## src/logic/adc_ctrl_pkg.sv

```systemverilog
/*
 Constants for the converter channel and mode control block: register
 addresses on the special-function-register bus, bit positions, reset
 values, channel codes and conversion length.
 Assumes an 8-bit register bus with 8-bit addresses.
*/
package adc_ctrl_pkg;
   // Register addresses
   localparam logic [7:0] ADDR_MODE_CONTROL = 8'hD8;
   localparam logic [7:0] ADDR_RESULT_LOW   = 8'hD9;
   localparam logic [7:0] ADDR_RESULT_HIGH  = 8'hDA;
   localparam logic [7:0] ADDR_BUSY         = 8'hF5;
   // Control and busy register bit positions
   localparam int BIT_DONE_FLAG  = 7;
   localparam int BIT_CAPTURE    = 6;
   localparam int BIT_CONTINUOUS = 5;
   localparam int BIT_SINGLE     = 4;
   localparam int CHAN_MSB       = 3;
   localparam int CHAN_LSB       = 0;
   localparam int BIT_BUSY       = 7;
   // Result layout
   localparam int RESULT_W       = 12;
   localparam int CHAN_W         = 4;
   // Reset values
   localparam logic [7:0]  MODE_CONTROL_RESET = 8'h00;
   localparam logic [15:0] RESULT_RESET       = 16'h0000;
   localparam logic [7:0]  READ_ZERO          = 8'h00;
   // Channel codes
   localparam logic [3:0] CHAN_LAST_INPUT = 4'h7;
   localparam logic [3:0] CHAN_TEMP       = 4'h8;
   localparam logic [3:0] CHAN_STOP       = 4'hF;
   // Conversion length in core_clk_in cycles
   localparam int         CONV_CLKS_DEFAULT = 17;
   localparam int         CNT_W             = 8;
   localparam logic [7:0] CNT_ZERO          = 8'h00;
   localparam logic [7:0] CNT_ONE           = 8'h01;

   typedef enum logic [0:0] {ST_IDLE, ST_CONVERT} conv_state_type;
endpackage

```

## src/logic/adc_channel_mode_control.sv

```systemverilog
/*
 Channel and mode control register of the successive-approximation
 converter, with its conversion sequencer, result and busy registers.
 Assumes the processor core drives the register bus synchronously to
 core_clk_in, pulses int_vector_in when it vectors to the converter
 interrupt, and that the capture engine supplies the channel identifier
 of the next capture entry on capture_channel_in.
*/
`timescale 1ns/10ps
module adc_channel_mode_control
   import adc_ctrl_pkg::*;
#(
   parameter int CONV_CLKS = CONV_CLKS_DEFAULT
)
(
   input  wire logic                core_clk_in,
   input  wire logic                rstn_in,
   input  wire logic [7:0]          sfr_addr_in,
   input  wire logic                sfr_wr_in,
   input  wire logic                sfr_rd_in,
   input  wire logic [7:0]          sfr_wdata_in,
   input  wire logic                int_vector_in,
   input  wire logic [CHAN_W-1:0]   capture_channel_in,
   input  wire logic [RESULT_W-1:0] sample_in,
   output logic      [7:0]          sfr_rdata_out,
   output logic                     conversion_done_flag_out,
   output logic                     adc_busy_out,
   output logic      [CHAN_W-1:0]   adc_channel_out,
   output logic                     sample_start_out
);

   typedef struct packed {
      conv_state_type    state;
      logic [7:0]        ctrl;
      logic              busy;
      logic [CNT_W-1:0]  cnt;
      logic [CHAN_W-1:0] cur_chan;
      logic [15:0]       result;
      logic [7:0]        rdata;
      logic              start;
   } state_type;

   localparam logic [CNT_W-1:0] CONV_LEN = CNT_W'(CONV_CLKS);

   state_type st;
   state_type next_st;
   logic      wr_ctrl;
   logic      done_now;
   logic      hw_set;

   function automatic logic hit(input logic [7:0] addr, input logic [7:0] target);
      hit = (addr == target);
   endfunction

   always_comb
   begin
      next_st       = st;
      next_st.start = 1'b0;
      hw_set        = 1'b0;
      wr_ctrl       = sfr_wr_in && hit(sfr_addr_in, ADDR_MODE_CONTROL);
      done_now      = (st.state == ST_CONVERT) && (st.cnt == CNT_ONE);

      if (wr_ctrl)
      begin
         next_st.ctrl = sfr_wdata_in;
         if (st.state == ST_CONVERT)
         begin
            next_st.ctrl[BIT_SINGLE] = st.ctrl[BIT_SINGLE];
         end
      end

      unique case (st.state)
         ST_IDLE:
         begin
            // capture runs from memory channel ids
            if (next_st.ctrl[BIT_CAPTURE])
            begin
               if (capture_channel_in == CHAN_STOP)
               begin
                  hw_set                    = 1'b1;
                  next_st.ctrl[BIT_CAPTURE] = 1'b0;
               end
               else
               begin
                  next_st.cur_chan = capture_channel_in;
                  next_st.state    = ST_CONVERT;
               end
            end
            else if ((next_st.ctrl[BIT_CONTINUOUS] || next_st.ctrl[BIT_SINGLE])
                     && (next_st.ctrl[CHAN_MSB:CHAN_LSB] != CHAN_STOP))
            begin
               next_st.cur_chan = next_st.ctrl[CHAN_MSB:CHAN_LSB];
               next_st.state    = ST_CONVERT;
            end
            if (next_st.state == ST_CONVERT)
            begin
               next_st.cnt   = CONV_LEN;
               next_st.start = 1'b1;
               next_st.busy  = 1'b1;
            end
         end
         ST_CONVERT:
         begin
            next_st.cnt = st.cnt - CNT_ONE;
            if (done_now)
            begin
               // channel code on top of result
               next_st.result = {st.cur_chan, sample_in};
               next_st.busy   = 1'b0;
               next_st.state  = ST_IDLE;
               next_st.ctrl[BIT_SINGLE] = 1'b0;
               if (!st.ctrl[BIT_CAPTURE])
               begin
                  hw_set = 1'b1;
               end
            end
         end
      endcase

      // vectoring clears flag; a set in the same cycle wins
      if (int_vector_in)
      begin
         next_st.ctrl[BIT_DONE_FLAG] = 1'b0;
      end
      if (hw_set)
      begin
         next_st.ctrl[BIT_DONE_FLAG] = 1'b1;
      end

      // Registered read, unmapped addresses read zero
      if (sfr_rd_in)
      begin
         if (hit(sfr_addr_in, ADDR_MODE_CONTROL))
         begin
            next_st.rdata = st.ctrl;
         end
         else if (hit(sfr_addr_in, ADDR_RESULT_LOW))
         begin
            next_st.rdata = st.result[7:0];
         end
         else if (hit(sfr_addr_in, ADDR_RESULT_HIGH))
         begin
            next_st.rdata = st.result[15:8];
         end
         else if (hit(sfr_addr_in, ADDR_BUSY))
         begin
            next_st.rdata           = READ_ZERO;
            next_st.rdata[BIT_BUSY] = st.busy;
         end
         else
         begin
            next_st.rdata = READ_ZERO;
         end
      end
   end

   always_ff @(posedge core_clk_in or negedge rstn_in)
   begin
      if (!rstn_in)
      begin
         st.state    <= ST_IDLE;
         st.ctrl     <= MODE_CONTROL_RESET;
         st.busy     <= 1'b0;
         st.cnt      <= CNT_ZERO;
         st.cur_chan <= MODE_CONTROL_RESET[CHAN_MSB:CHAN_LSB];
         st.result   <= RESULT_RESET;
         st.rdata    <= READ_ZERO;
         st.start    <= 1'b0;
      end
      else
      begin
         st <= next_st;
      end
   end

   assign sfr_rdata_out            = st.rdata;
   assign conversion_done_flag_out = st.ctrl[BIT_DONE_FLAG];
   assign adc_busy_out             = st.busy;
   assign adc_channel_out          = st.cur_chan;
   assign sample_start_out         = st.start;

   // Cycles spent busy since the start strobe
   logic [CNT_W-1:0] busy_len;
   always_ff @(posedge core_clk_in or negedge rstn_in)
   begin
      if (!rstn_in)
      begin
         busy_len <= CNT_ZERO;
      end
      else
      begin
         busy_len <= st.busy ? busy_len + CNT_ONE : CNT_ZERO;
      end
   end
endmodule

```

## config.mk

```make
export PLATFORM = sky130hd
export DESIGN_NAME = adc_channel_mode_control
export DESIGN_NICKNAME = d
export VERILOG_FILES = /design/src/logic/adc_ctrl_pkg.sv /design/src/logic/adc_channel_mode_control.sv
export SDC_FILE = /design/constraint.sdc
export NUM_CORES = 1
export LEC_CHECK = 0
export BUFFER_PORTS_ARGS = -buffer_cell sky130_fd_sc_hd__buf_2
export CAP_MARGIN = 40
export CORE_ASPECT_RATIO = 1.75
export CORE_MARGIN = 2
export CORE_UTILIZATION = 57
export CTS_CLUSTER_SIZE = 14
export DETAILED_ROUTE_END_ITERATION = 7
export GPL_TIMING_DRIVEN = 0
export PLACE_DENSITY = 0.84
export SLEW_MARGIN = 20
export SYNTH_ARGS = -nofsm -noshare
export SYNTH_HDL_FRONTEND = slang
export SYNTH_SLANG_ARGS = --single-unit
```

## constraint.sdc

```tcl
create_clock -name core_clk_in -period 2.3 [get_ports core_clk_in]
set_input_delay 0.46 -clock core_clk_in [delete_from_list [all_inputs] [get_ports core_clk_in]]
set_output_delay 0.46 -clock core_clk_in [all_outputs]
set_load 0.01 [all_outputs]
```

==> flow_metrics.env <==
export IMPL_cts_max_level=2
export IMPL_antenna_left=0
export IMPL_drc=0
export IMPL_cts_hold_buffers_added=0
export IMPL_synth_cell_type_count=44
export IMPL_cpMostUsedCell="nand2_1"
export IMPL_drv_slew=0
export IMPL_synth_edf_count=0
export IMPL_fin_hold_ws_ps=91.9
export IMPL_layout_drive_gt1_share=0.272
export IMPL_path_class="reg -> reg"
export IMPL_powerDensity_nw_per_um2=706
export IMPL_fill_cells=323
export IMPL_cp_start_kind="flop"
export IMPL_cts_resized=0
export IMPL_hpwlAfterDp_mm=4.06
export IMPL_path_clk_slew_ps=80
export IMPL_multi_input_comb_area_um2=945
export IMPL_synthCells=241
export IMPL_clock_fmax_ghz=0.487
export IMPL_ys_warnings_count=0
export IMPL_ys_top_cells_by_area="dfrtp_1 51%, nand2_1 10%, mux2i_1 3.9%, buf_4 3.9%, a222oi_1 3.1%"
export IMPL_clock_sinks=47
export IMPL_crit_slowest_cell="buf_1"
export IMPL_ys_seq_area_frac=0.513
export IMPL_cp_cell_sequence="nor4_1, nand4b_1, inv_1, buf_1, nand2_1, nand2_1"
export IMPL_grt_pass1_wl_mm=8.47
export IMPL_worst_slew_pin_slew_ps=655
export IMPL_floorplan_io_pins=52
export IMPL_diodes=0
export IMPL_antenna_found_initial=0
export IMPL_slew_headroom=0.559
export IMPL_seqCellArea_um2=1180
export IMPL_clk_latency_ps=300
export IMPL_synthFlopType="dfrtp_1"
export IMPL_power_leakage_nw=1.38
export IMPL_final_hold_viol_count=0
export IMPL_die_x_um=51.9
export IMPL_path_max_fanout=10
export IMPL_utilization=0.701
export IMPL_min_period_over_period=0.893
export IMPL_cp_arrival_ps=2290
export IMPL_end_kind="flop"
export IMPL_synth_async_reset_ratio=1.00
export IMPL_cts_tree="yes"
export IMPL_layout_common_cells="64 x nand2_1, 53 x buf_2, 47 x dfrtp_1"
export IMPL_synth_top_area_cell="dfrtp_1"
export IMPL_ir_worst_vdd_uv=605
export IMPL_routedWlPerCell_um=15.2
export IMPL_drv_cap=0
export IMPL_max_clock_path_buffers=2
export IMPL_max_stage_delay_ps=440
export IMPL_rsz0062_at_grt="no"
export IMPL_syn_avg_cell_area_um2=9.51
export IMPL_num_vias=1934
export IMPL_outcome="completed"
export IMPL_start_util=0.593
export IMPL_critPathRequiredTime_ps=2540
export IMPL_setup_tns_ps=0
export IMPL_setup_viol=0
export IMPL_gp_congestion=0.815
export IMPL_ctsRootBufferMaster="clkbuf_8"
export IMPL_numCtsBuffers=5
export IMPL_routed_wl_mm=5.29
export IMPL_hold_path_class="in -> async"
export IMPL_die_y_um=87.9
export IMPL_synth_nets=280
export IMPL_grt_max_degree=31
export IMPL_synth_area_um2=2290
export IMPL_final_common_cell="nand2_1"
export IMPL_ys_ff_latch=47
export IMPL_grt_pass1_vias=1833
export IMPL_die_area_um2=4560
export IMPL_grtUsageTotal=0.258
export IMPL_overflow=0
export IMPL_io_buffers=51
export IMPL_std_cell_rows=30
export IMPL_core_area_um2=3870
export IMPL_viasPerCell=5.54
export IMPL_yosysTopAreaCellShare=0.513
export IMPL_drt_pre_antenna_iters=4
export IMPL_fin_skew_ps=7.06
export IMPL_min_period_ps=2050
export IMPL_syn2layout_area_growth_pct=18.3
export IMPL_post_cts_repair_setup_buffers=0
export IMPL_layout_nets=339
export IMPL_first_iter_violations=65
-- cell families (layout without fill, tap and decap cells) --
group / count (synthesis) / after routing / synth area share
multiplexers: 9 / 9 / 0.0393
AO/OA/AOI/OAI: 39 / 39 / 0.123
flip-flops: 47 / 47 / 0.513
AND/OR/NAND/NOR: 112 / 112 / 0.235
XOR/XNOR: 1 / 1 / 0.00382
adder cells (fa/ha/maj): 2 / 2 / 0.0109
buffers and inverters: 31 / 91 / 0.0748
-- area by class of cell --
| type | count | area share |
|---|---|---|
| Sequential cell | 47 | 0.434 |
| Inverter | 9 | 0.0125 |
| Multi-Input combinational cell | 163 | 0.348 |
| Timing Repair Buffer | 52 | 0.102 |
| Clock buffer | 5 | 0.0254 |
| Tap cell | 48 | 0.0222 |
| Clock inverter | 3 | 0.00554 |
| Buffer | 22 | 0.0508 |
-- sequential cells by signal, summed over array words and instances (netlist names) --
register and flops:
conversion_done_flag_out 1, st 32, sample_start_out 1, adc_busy_out 1, adc_channel_out 4, sfr_rdata_out 8
-- synth_stat cells, drive strengths merged, types with 2 or more instances --
cell / instances
a222oi: 7
o221ai: 4
a21o: 2
and3: 5
nor2: 15
nand2b: 2
nor2b: 3
ha: 2
or3: 5
a21oi: 8
dfrtp: 47
clkbuf: 6
nor4: 3
or2: 3
inv: 9
o21ai: 10
buf: 16
nand3: 2
nand2: 64
mux2i: 9
-- worst paths after layout --
check / startpoint / slack (ps) / end / cells past startpoint
worst max-delay path: st[34] / 250 / st[13] / 6
worst min-delay path: rstn_in / 90 / st[34] / 1
worst max register to register: st[34] / 250 / st[13] / 6
worst min register to register: st[19] / 480 / st[19] / 2
max in group asynchronous: rstn_in / 1710 / st[19] / 2
min in group core_clk_in: sample_in[0] / 350 / st[9] / 3
-- worst max-delay path, delay by kind of cell, from the launching register on --
family / cells / cell delay, ps
flops: 1 / 410
simple gates: 4 / 890
buf+inv: 2 / 690
-- report_power, final --
part / leakage [nW] / switching (mW) / internal [mW]
logic: 0.797 / 0.207 / 0.187
registers: 0.539 / 0.0984 / 0.949
clock network: 0.0477 / 0.266 / 0.208
-- metal layers --
| layer | global-route usage | up-vias | part of all wire |
|---|---|---|---|
| li1 | - | 939 | - |
| met1 | 0.290 | 929 | 0.39 |
| met2 | 0.463 | 52 | 0.55 |
| met3 | 0.0461 | 14 | 0.033 |
| met4 | 0.112 | 0 | 0.028 |
| met5 | 0 | - | 0 |
-- through the flow --
stage | worst slack (ps) | instances | power [mW] | area [um2]
6_report | 245 | 349 | 1.91 | 2710
5_1_grt | 66.4 | 349 | 2.03 | 2710
4_1_cts | 263 | 349 | 1.92 | 2710
3_5_place_dp | 6.39 | 341 | 1.45 | 2630
3_3_place_gp | 18.2 | 340 | 1.42 | 2610
2_1_floorplan | 400 | 241 | 1.30 | 2290
No activity file was read; power rests on OpenSTA's default activity.
